`config.mk`:
```
export PLATFORM = sky130hd
export DESIGN_NAME = lcr_regs
export DESIGN_NICKNAME = d
export VERILOG_FILES = /design/src/inc/lcr_pkg.sv /design/src/logic/lcr_lane.sv /design/src/logic/lcr_regs.sv
export SDC_FILE = /design/constraint.sdc
export NUM_CORES = 1
export LEC_CHECK = 0
export ABC_AREA = 0
export BUFFER_PORTS_ARGS = -buffer_cell sky130_fd_sc_hd__buf_2
export CAP_MARGIN = 20
export CORE_UTILIZATION = 39
export CTS_CLUSTER_SIZE = 40
export DETAILED_ROUTE_END_ITERATION = 16
export GPL_TIMING_DRIVEN = 0
export PLACE_DENSITY = 0.8
export RECOVER_POWER = 25
export SLEW_MARGIN = 20
export SYNTH_ARGS = -nofsm -noshare
export SYNTH_HDL_FRONTEND = slang
export SYNTH_SLANG_ARGS = --single-unit
```
`constraint.sdc`:
```
create_clock -name ref_clk -period 1.3 [get_ports ref_clk]
set_clock_uncertainty 0.15 [all_clocks]
set_input_delay 0.195 -clock ref_clk [delete_from_list [all_inputs] [get_ports ref_clk]]
set_output_delay 0.195 -clock ref_clk [all_outputs]
set_load 0.1 [all_outputs]
```
`src/inc/lcr_pkg.sv`:
```
// Constants for the lane C/D configuration register bank.
// Assumes one device clock; APB byte address = register index * 4.
package lcr_pkg;

   // ----------------------------------------------------------------
   // Register map
   // ----------------------------------------------------------------
   localparam int         ADDR_W        = 8;
   localparam int         DATA_W        = 32;
   localparam int         REG_W         = 16;
   localparam int         NUM_LANES     = 2;
   localparam logic [7:0] LANE_C_IDX    = 8'h13;
   localparam logic [7:0] LANE_D_IDX    = 8'h14;
   localparam logic [7:0] LANE_STAT_IDX = 8'h16;
   localparam logic [7:0] LANE_C_ADDR   = 8'((10'(LANE_C_IDX) << 2));
   localparam logic [7:0] LANE_D_ADDR   = 8'((10'(LANE_D_IDX) << 2));
   localparam logic [7:0] LANE_STAT_ADDR = 8'((10'(LANE_STAT_IDX) << 2));

   // ----------------------------------------------------------------
   // Lane configuration fields
   // ----------------------------------------------------------------
   localparam int BIT_CTC     = 11;
   localparam int BIT_AUX_HI  = 10;
   localparam int BIT_AUX_LO  = 9;
   localparam int BIT_SIGDET  = 8;
   localparam int BIT_CFG1    = 7;
   localparam int BIT_CFG0    = 6;
   localparam int BIT_EMPH_HI = 5;
   localparam int BIT_EMPH_LO = 4;
   localparam int BIT_LOOP    = 3;
   localparam int BIT_PAT     = 2;
   localparam int BIT_ALIGN   = 1;
   localparam int BIT_PDN     = 0;
   localparam logic [15:0] LANE_RST     = 16'h0102;
   localparam logic [15:0] LANE_WR_MASK = 16'h0fff;

   // Bits of the base control register feeding lane controls
   localparam int BASE_LOOP = 14;
   localparam int BASE_PDN  = 11;

   // ----------------------------------------------------------------
   // Lane status register fields (lane 0 = C, lane 1 = D)
   // ----------------------------------------------------------------
   localparam int STAT_LOST_BASE = 2;
   localparam int STAT_PASS_BASE = 6;

   // ----------------------------------------------------------------
   // Auxiliary pin source select
   // ----------------------------------------------------------------
   typedef enum logic [1:0] {
      AUX_IOSTD = 2'b00,
      AUX_COMMA = 2'b01,
      AUX_LOST  = 2'b10,
      AUX_PASS  = 2'b11
   } lcr_aux_t;

endpackage : lcr_pkg

```
`src/logic/lcr_lane.sv`:
```
// One lane configuration register and its effective controls.
// Assumes writes are already decoded and qualified by the APB slave.
`timescale 1ns/1ps
`default_nettype none
module lcr_lane
   import lcr_pkg::*;
(
   input  wire logic             ref_clk,          // Device clock
   input  wire logic             arst_n,           // Async reset, active low
   input  wire logic             wr_en,            // Write strobe for this lane
   input  wire logic [REG_W-1:0] wr_data,          // Write data
   input  wire logic [REG_W-1:0] glob_cfg,         // Global lane config register
   input  wire logic [REG_W-1:0] base_ctrl,        // Base control register
   input  wire logic             cfg_strap_high_bit, // Strap locking bit 7
   input  wire logic             cfg_strap_low_bit,  // Strap locking bit 6
   input  wire logic             pattern_test_pin, // Locks bit 2
   input  wire logic             align_enable_pin, // Alignment enable pin
   input  wire logic [3:0]       aux_src,          // Aux pin sources by code
   output logic [REG_W-1:0]      cfg_q,            // Stored register value
   output logic                  ctc_en,           // Clock tolerance comp
   output logic [1:0]            aux_sel,          // Effective aux select
   output logic                  aux_pin,          // Auxiliary pin drive
   output logic                  sig_det_en,       // Signal-absent detect enable
   output logic [1:0]            cfg_mode,         // Configuration pair
   output logic [1:0]            emph,             // Pre-emphasis
   output logic                  loopback,         // Loopback enable
   output logic                  pattern_en,       // Pattern test enable
   output logic                  align_en,         // Comma align enable
   output logic                  power_down        // Lane power-down
);

   // ----------------------------------------------------------------
   // Storage
   // ----------------------------------------------------------------
   logic [REG_W-1:0] cfg_r;
   logic [REG_W-1:0] cfg_nxt;
   logic [REG_W-1:0] hold_mask;

   // Strap-locked bits keep their stored value
   assign hold_mask = (REG_W'(cfg_strap_high_bit) << BIT_CFG1)
                    | (REG_W'(cfg_strap_low_bit) << BIT_CFG0)
                    | (REG_W'(pattern_test_pin) << BIT_PAT);
   assign cfg_nxt   = wr_en ? ((wr_data & LANE_WR_MASK & ~hold_mask)
                             | (cfg_r & hold_mask))
                            : cfg_r;

   always_ff @(posedge ref_clk or negedge arst_n) begin
      if (!arst_n) begin
         cfg_r <= LANE_RST;
      end else begin
         cfg_r <= cfg_nxt;
      end
   end

   assign cfg_q = cfg_r;

   // ----------------------------------------------------------------
   // Effective controls
   // ----------------------------------------------------------------
   assign ctc_en     = cfg_r[BIT_CTC] | glob_cfg[BIT_CTC];
   assign aux_sel    = cfg_r[BIT_AUX_HI:BIT_AUX_LO] | glob_cfg[BIT_AUX_HI:BIT_AUX_LO];
   assign aux_pin    = aux_src[aux_sel];
   assign sig_det_en = cfg_r[BIT_SIGDET] & glob_cfg[BIT_SIGDET];
   assign cfg_mode   = cfg_r[BIT_CFG1:BIT_CFG0] | glob_cfg[BIT_CFG1:BIT_CFG0];
   assign emph       = cfg_r[BIT_EMPH_HI:BIT_EMPH_LO] | glob_cfg[BIT_EMPH_HI:BIT_EMPH_LO];
   assign loopback   = cfg_r[BIT_LOOP] | base_ctrl[BASE_LOOP];
   assign pattern_en = cfg_r[BIT_PAT] | glob_cfg[BIT_PAT];
   assign align_en   = cfg_r[BIT_ALIGN] & align_enable_pin & glob_cfg[BIT_ALIGN];
   assign power_down = cfg_r[BIT_PDN] | base_ctrl[BASE_PDN];

endmodule : lcr_lane
`default_nettype wire

```
`src/logic/lcr_regs.sv`:
```
// Lane C/D configuration register bank with APB slave and lane status.
// Assumes global config, base control, straps and lane events are synchronous.
//
// Functional notes
// - Lane C config at index 19, lane D at index 20, same 16-bit layout.
// - Bits 15:12 reserved: read zero, writes ignored.
// - Bit 11 clock tolerance compensation, default 0, ORed with global bit 11.
// - Lane C aux select: I/O standard, comma, lost flag C, pass flag C.
// - Lane D aux select alike, routing lost flag D and pass flag D.
// - Effective aux select is lane bits 10:9 ORed with global bits 10:9.
// - Bit 8 signal-absent detect, default 1, ANDed with global bit 8.
// - Bits 7,6 default 0, ORed with global; locked while their strap is high.
// - Bits 5,4 pre-emphasis, default 0, ORed with global bits 5,4.
// - Bit 3 loopback, default 0, ORed with base control bit 14.
// - Bit 2 pattern test, ORed with global bit 2; locked while pin high.
// - Bit 1 comma align, default 1, ANDed with align pin and global bit 1.
// - Bit 0 power-down, default 0, ORed with base control bit 11.
// - Lane signal-lost status reads 1 when reported, clears after being read.
`timescale 1ns/1ps
`default_nettype none
module lcr_regs
   import lcr_pkg::*;
(
   input  wire logic                  ref_clk,            // 40 MHz device clock
   input  wire logic                  arst_n,             // Async reset, active low
   input  wire logic                  psel,               // APB select
   input  wire logic                  penable,            // APB enable
   input  wire logic                  pwrite,             // APB write
   input  wire logic [ADDR_W-1:0]     paddr,              // APB byte address
   input  wire logic [DATA_W-1:0]     pwdata,             // APB write data
   output logic [DATA_W-1:0]          prdata,             // APB read data
   output logic                       pready,             // APB ready
   output logic                       pslverr,            // APB error
   input  wire logic [REG_W-1:0]      glob_cfg,           // Global lane config register
   input  wire logic [REG_W-1:0]      base_ctrl,          // Base control register
   input  wire logic                  cfg_strap_high_bit, // Strap pin, config high
   input  wire logic                  cfg_strap_low_bit,  // Strap pin, config low
   input  wire logic                  pattern_test_pin,   // Pattern test pin
   input  wire logic                  align_enable_pin,   // Alignment enable pin
   input  wire logic                  io_std_hstl,        // 1 HSTL, 0 SSTL_2
   input  wire logic [NUM_LANES-1:0]  comma_det,          // Comma detected, per lane
   input  wire logic [NUM_LANES-1:0]  signal_absent_evt,  // Signal lost event, per lane
   input  wire logic [NUM_LANES-1:0]  pattern_pass,       // Pattern test pass, per lane
   output logic                       aux_pin_c,          // Lane C auxiliary pin
   output logic                       aux_pin_d,          // Lane D auxiliary pin
   output logic [NUM_LANES-1:0]       ctc_en,             // Clock tolerance comp enable
   output logic [NUM_LANES-1:0]       sig_det_en,         // Signal-absent detect enable
   output logic [2*NUM_LANES-1:0]     cfg_mode,           // Config pair, lane D high
   output logic [2*NUM_LANES-1:0]     emph,               // Pre-emphasis, lane D high
   output logic [NUM_LANES-1:0]       loopback,           // Loopback enable
   output logic [NUM_LANES-1:0]       pattern_en,         // Pattern test enable
   output logic [NUM_LANES-1:0]       align_en,           // Comma align enable
   output logic [NUM_LANES-1:0]       power_down          // Lane power-down
);

   // ----------------------------------------------------------------
   // APB decode
   // ----------------------------------------------------------------
   wire logic             setup_ph   = psel & ~penable;
   wire logic             access_ph  = psel & penable;
   wire logic             hit_c      = (paddr == LANE_C_ADDR);
   wire logic             hit_d      = (paddr == LANE_D_ADDR);
   wire logic             hit_stat   = (paddr == LANE_STAT_ADDR);
   wire logic             hit_any    = hit_c | hit_d | hit_stat;
   wire logic             wr_ok      = access_ph & pwrite;
   wire logic             stat_rd    = access_ph & ~pwrite & hit_stat;
   wire logic [NUM_LANES-1:0] lane_wr = {wr_ok & hit_d, wr_ok & hit_c};

   assign pready = 1'b1;

   // ----------------------------------------------------------------
   // Lane status: sticky signal-lost, live pattern pass
   // ----------------------------------------------------------------
   logic [NUM_LANES-1:0] lost_r;
   logic [NUM_LANES-1:0] lost_nxt;
   logic [NUM_LANES-1:0] lost_taken_r;
   logic [NUM_LANES-1:0] lost_taken_nxt;
   logic [REG_W-1:0]     stat_word;
   logic [REG_W-1:0]     cfg_q [NUM_LANES];
   logic [1:0]           aux_sel [NUM_LANES];
   logic [NUM_LANES-1:0] aux_out;

   // Only bits captured into read data are cleared; a new event wins
   assign lost_nxt       = (lost_r & ~(stat_rd ? lost_taken_r : '0)) | signal_absent_evt;
   assign lost_taken_nxt = (setup_ph & ~pwrite & hit_stat) ? lost_r : lost_taken_r;
   assign stat_word      = REG_W'((REG_W'(lost_r) << STAT_LOST_BASE)
                         | (REG_W'(pattern_pass) << STAT_PASS_BASE));

   always_ff @(posedge ref_clk or negedge arst_n) begin
      if (!arst_n) begin
         lost_r       <= '0;
         lost_taken_r <= '0;
      end else begin
         lost_r       <= lost_nxt;
         lost_taken_r <= lost_taken_nxt;
      end
   end

   // ----------------------------------------------------------------
   // Lanes
   // ----------------------------------------------------------------
   genvar g;
   generate
      for (g = 0; g < NUM_LANES; g++) begin : g_lane
         logic [3:0] src;
         assign src[AUX_IOSTD] = io_std_hstl;
         assign src[AUX_COMMA] = comma_det[g];
         assign src[AUX_LOST]  = lost_r[g];
         assign src[AUX_PASS]  = pattern_pass[g];
         lcr_lane u_lane (
            .ref_clk            (ref_clk),
            .arst_n             (arst_n),
            .wr_en              (lane_wr[g]),
            .wr_data            (pwdata[REG_W-1:0]),
            .glob_cfg           (glob_cfg),
            .base_ctrl          (base_ctrl),
            .cfg_strap_high_bit (cfg_strap_high_bit),
            .cfg_strap_low_bit  (cfg_strap_low_bit),
            .pattern_test_pin   (pattern_test_pin),
            .align_enable_pin   (align_enable_pin),
            .aux_src            (src),
            .cfg_q              (cfg_q[g]),
            .ctc_en             (ctc_en[g]),
            .aux_sel            (aux_sel[g]),
            .aux_pin            (aux_out[g]),
            .sig_det_en         (sig_det_en[g]),
            .cfg_mode           (cfg_mode[2*g +: 2]),
            .emph               (emph[2*g +: 2]),
            .loopback           (loopback[g]),
            .pattern_en         (pattern_en[g]),
            .align_en           (align_en[g]),
            .power_down         (power_down[g])
         );
      end
   endgenerate

   assign aux_pin_c = aux_out[0];
   assign aux_pin_d = aux_out[1];

   // ----------------------------------------------------------------
   // Read data and error, captured in the setup cycle
   // ----------------------------------------------------------------
   logic [DATA_W-1:0] prdata_r;
   logic [DATA_W-1:0] prdata_nxt;
   logic              pslverr_r;
   logic              pslverr_nxt;
   wire  logic [REG_W-1:0] rd_word = hit_c    ? cfg_q[0]
                                   : hit_d    ? cfg_q[1]
                                   : hit_stat ? stat_word
                                   : '0;

   assign prdata_nxt  = (setup_ph & ~pwrite) ? DATA_W'(rd_word) : prdata_r;
   assign pslverr_nxt = setup_ph ? ~hit_any : pslverr_r;

   always_ff @(posedge ref_clk or negedge arst_n) begin
      if (!arst_n) begin
         prdata_r  <= '0;
         pslverr_r <= 1'b0;
      end else begin
         prdata_r  <= prdata_nxt;
         pslverr_r <= pslverr_nxt;
      end
   end

   assign prdata  = prdata_r;
   assign pslverr = pslverr_r & access_ph;
endmodule : lcr_regs
`default_nettype wire

```
==> flow_summary.rst <==
.. list-table::
   :header-rows: 1

   * - Metric
     - Value
   * - Flip-flop cell with the highest count after synthesis
     - sky130_fd_sc_hd__dfrtp_1
   * - Total vias in the final route
     - between 2,000 and 2,500
   * - Met3 layer usage reported by global route
     - 5.49%
   * - Total of max-cap violations
     - 0
   * - Synth Area in Compound Gates
     - 6.13%
   * - Placer Congestion
     - between 0.7 and 0.8
   * - Port buffer count
     - 81
   * - Per-instance average area after synthesis
     - 11.7 um^2
   * - Post-route fraction of the period consumed by the critical path
     - 146%
   * - M2 GR Usage
     - about 36%
   * - 1st-iter DRT viols
     - 86
   * - Routed Antenna Nets
     - 0
   * - Unrepaired setup endpoints after global routing
     - true
   * - Classification of the worst-slack hold path
     - in -> async
   * - Die area
     - 6390 um^2
   * - Post-Route WL
     - around 6500 um
   * - Post-Syn Instances
     - just over 200
   * - Final-report hold violation count
     - 37
   * - Number of search-and-repair iterations in the first detailed-routing pass
     - 4
   * - Residual DRC
     - 0
   * - Vias in the first global route
     - about 2,100
   * - Area share of xor/xnor cells in the synthesized design
     - 0%
   * - Total number of nets in the final design
     - 427
   * - Synthesized-area fraction occupied by and/or/nand/nor cells
     - 22.2%
   * - X dimension of the die
     - about 80 um
   * - Area of the core
     - about 5900 um^2
   * - Placed wire-length estimate
     - slightly below 4000 um
   * - Total number of placement rows
     - 28
   * - Flip-flop and latch count after synthesis
     - 41
   * - Commonest non-fill, non-tap cells in the layout
     - sky130_fd_sc_hd__buf_4 (56), sky130_fd_sc_hd__buf_2 (40), sky130_fd_sc_hd__mux2_2 (26)
   * - Commonest non-fill, non-tap cell in the layout
     - sky130_fd_sc_hd__buf_4
   * - Post-synthesis instance area
     - between 2000 and 2500 um^2
   * - Diodes inserted
     - 0
   * - Portion of netlist area occupied by mux cells
     - ~16%
   * - Drt wl/cell
     - approximately 16 um
   * - Crit start category
     - flip-flop
   * - Via density per instance
     - 5.00
   * - Worst slew margin relative to its limit
     - roughly a third
   * - Count of hold-fix buffers inserted at cts
     - 8
   * - Level count of the clock H-tree
     - 2
   * - Max Fanout on Critical Path
     - 2
   * - Global-route congestion overflow total
     - 0
   * - Largest net degree at the start of global routing
     - 42
   * - Data arrival time of the critical path
     - 1.55 ns
   * - Worst EP required
     - about 0.95 ns
   * - Share of layout cells above drive strength 1
     - 66.5%
   * - Sequential element share of the synthesized area
     - between 40% and 50%
   * - Number of primary I/O pins
     - about 140
   * - Adder and majority cell fraction of the synthesized area
     - 0%
   * - CTS tree
     - yes
   * - Final worst-path setup slack
     - -0.597 ns
   * - Pleak
     - between 0.0015 and 0.002 uW
   * - Clock period minus final worst setup slack
     - ~1.9 ns
   * - Fmax
     - 527 MHz
   * - Distinct cell type count after synthesis
     - 34
   * - Final cell utilization of the core
     - around two thirds
   * - Met1 track demand over resource
     - 22.5%
   * - Number of buffers on the longest clock path
     - 2
   * - Gr usage total
     - between 20 and 25%
   * - Global-route wire length before repair
     - 9620 um
   * - Number of synthesis warnings
     - 0
   * - Global route hottest layer
     - met2
   * - Count of flip-flops with a built-in enable after synthesis
     - 0
   * - Worst supply voltage drop on vdd
     - between 0.5 and 0.6 mV
   * - Count of final setup violators
     - 26
   * - Violations in the final reports
     - hold timing, setup timing
   * - Antenna violations before repair
     - 1
   * - Starting density of the core
     - 40.2%
   * - Worst Max-Slew Pin Slew
     - between 0.9 and 1 ns
   * - Async set-reset flop share out of synthesis
     - between 90% and 100%
   * - Outcome
     - finished, violations left
   * - Worst-path clk slew
     - about 0.08 ns
   * - Power per cell area
     - 832 nW/um^2
   * - Main combinational cell family by area after synthesis
     - simple AND/OR/NAND/NOR gates
   * - Clock tree sinks
     - 41
   * - CTS buffer count
     - 5
   * - Final slew viol count
     - 0
   * - Min Hold Slack
     - -0.103 ns
   * - Die Y
     - roughly 80 um
   * - Filler cell count
     - approximately 460
   * - Synthesis-to-finish area growth
     - 64.1%
   * - Worst-skew pair later-pin latency
     - a little under 0.3 ns
   * - Critical path type
     - reg -> out
   * - Category of the worst setup path capture point
     - primary output
   * - CTS Root Cell
     - sky130_fd_sc_hd__clkbuf_8
==> metrics by stage <==
stage | setup TNS, ns | setup slack (ns) | area (um^2) | cells | total power [uW]
4_1_cts | -4.12 | -0.602 | 3700 | 406 | 3210
5_1_grt | -5.28 | -0.661 | 3890 | 415 | 3360
2_1_floorplan | -3.43 | -0.313 | 2490 | 221 | 2030
6_report | -4.19 | -0.597 | 3890 | 415 | 3230
3_5_place_dp | -17.25 | -0.447 | 2990 | 377 | 2190
3_3_place_gp | -16.71 | -0.432 | 2990 | 377 | 2190
==> where the power goes <==
| part | internal (uW) | total, uW | leakage [uW] | switching (uW) |
|---|---|---|---|---|
| sequential | 1290 | 1300 | 0.000522 | 8.02 |
| combinational | 373 | 1090 | 0.00136 | 717 |
| clock | 433 | 846 | 0.0000455 | 413 |
==> cells in the mapped netlist, types with 5 or more instances <==
master                    instances  share of area (%)
sky130_fd_sc_hd__dfrtp_1         37                 39
sky130_fd_sc_hd__buf_4           34                 11
sky130_fd_sc_hd__mux2_2          27                 13
sky130_fd_sc_hd__or2_2           16                4.2
sky130_fd_sc_hd__a221o_1          8                3.4
sky130_fd_sc_hd__nand3_1          7                1.5
sky130_fd_sc_hd__and3_1           6                1.6
sky130_fd_sc_hd__nand4_1          6                1.6
sky130_fd_sc_hd__and2_0           5                1.3
sky130_fd_sc_hd__and2_1           5                1.3
sky130_fd_sc_hd__nor2_1           5               0.79
==> per-layer routing <==
layer	vias to the layer above	wire length, um	part of all wire (%)
met4	2	129	2.0
li1	957	-	-
met3	20	383	5.9
met1	1015	2460	38
met2	81	3520	54
met5	-	11	0.17
==> worst max-delay path, stage by stage (launching register included) <==
cell	delay (ns)
sky130_fd_sc_hd__dfrtp_1	0.40
sky130_fd_sc_hd__nor2_2	0.12
sky130_fd_sc_hd__mux4_2	0.55
sky130_fd_sc_hd__buf_12	0.19
==> timing repair <==
action                                  CTS  global route
endpoints found under the hold margin    48            37
endpoints found under the setup margin   69            64
cloned                                    0             3
resized for setup                       129            30
pin swaps                                21             6
buffers inserted                         25             6
==> worst paths after layout <==
check | slack (ns) | end | cells past startpoint | from
worst max-delay path | -0.60 | aux_pin_c | 3 | g_lane[0].u_lane.cfg_q[10]$_DFFE_PN0P_
worst min-delay path | -0.10 | g_lane[0].u_lane.cfg_q[0]$_DFFE_PN0P_ | 1 | arst_n
worst max register to register | 0.14 | flip-flop | 3 | flip-flop
worst min register to register | 0.36 | prdata[7]$_DFFE_PN0P_ | 2 | prdata[7]$_DFFE_PN0P_
max in group asynchronous | 0.43 | prdata[7]$_DFFE_PN0P_ | 1 | arst_n
min in group ref_clk | 0.01 | g_lane[1].u_lane.cfg_q[11]$_DFFE_PN0P_ | 2 | pwdata[11]
==> cell type report <==
type                            instances  area [um^2]  share of cell area [%]
Inverter                                1         3.75                  0.0966
Timing Repair Buffer                  121         1180                    30.5
Sequential cell                        41         1050                    26.9
Tap cell                               75         93.8                    2.41
Multi-Input combinational cell        143         1250                    32.1
Buffer                                 26          223                    5.73
Clock buffer                            8         90.1                    2.32
==> cell families (layout without fill, tap and decap cells) <==
| kind of cell | after synthesis | count (layout) |
|---|---|---|
| multiplexers | 32 | 32 |
| buffers and inverters | 39 | 156 |
| AO/OA/AOI/OAI | 16 | 16 |
| other | 2 | 21 |
| AND/OR/NAND/NOR | 72 | 74 |
| flip-flops | 41 | 41 |
Note: power is estimated with default switching activity, not from simulation.
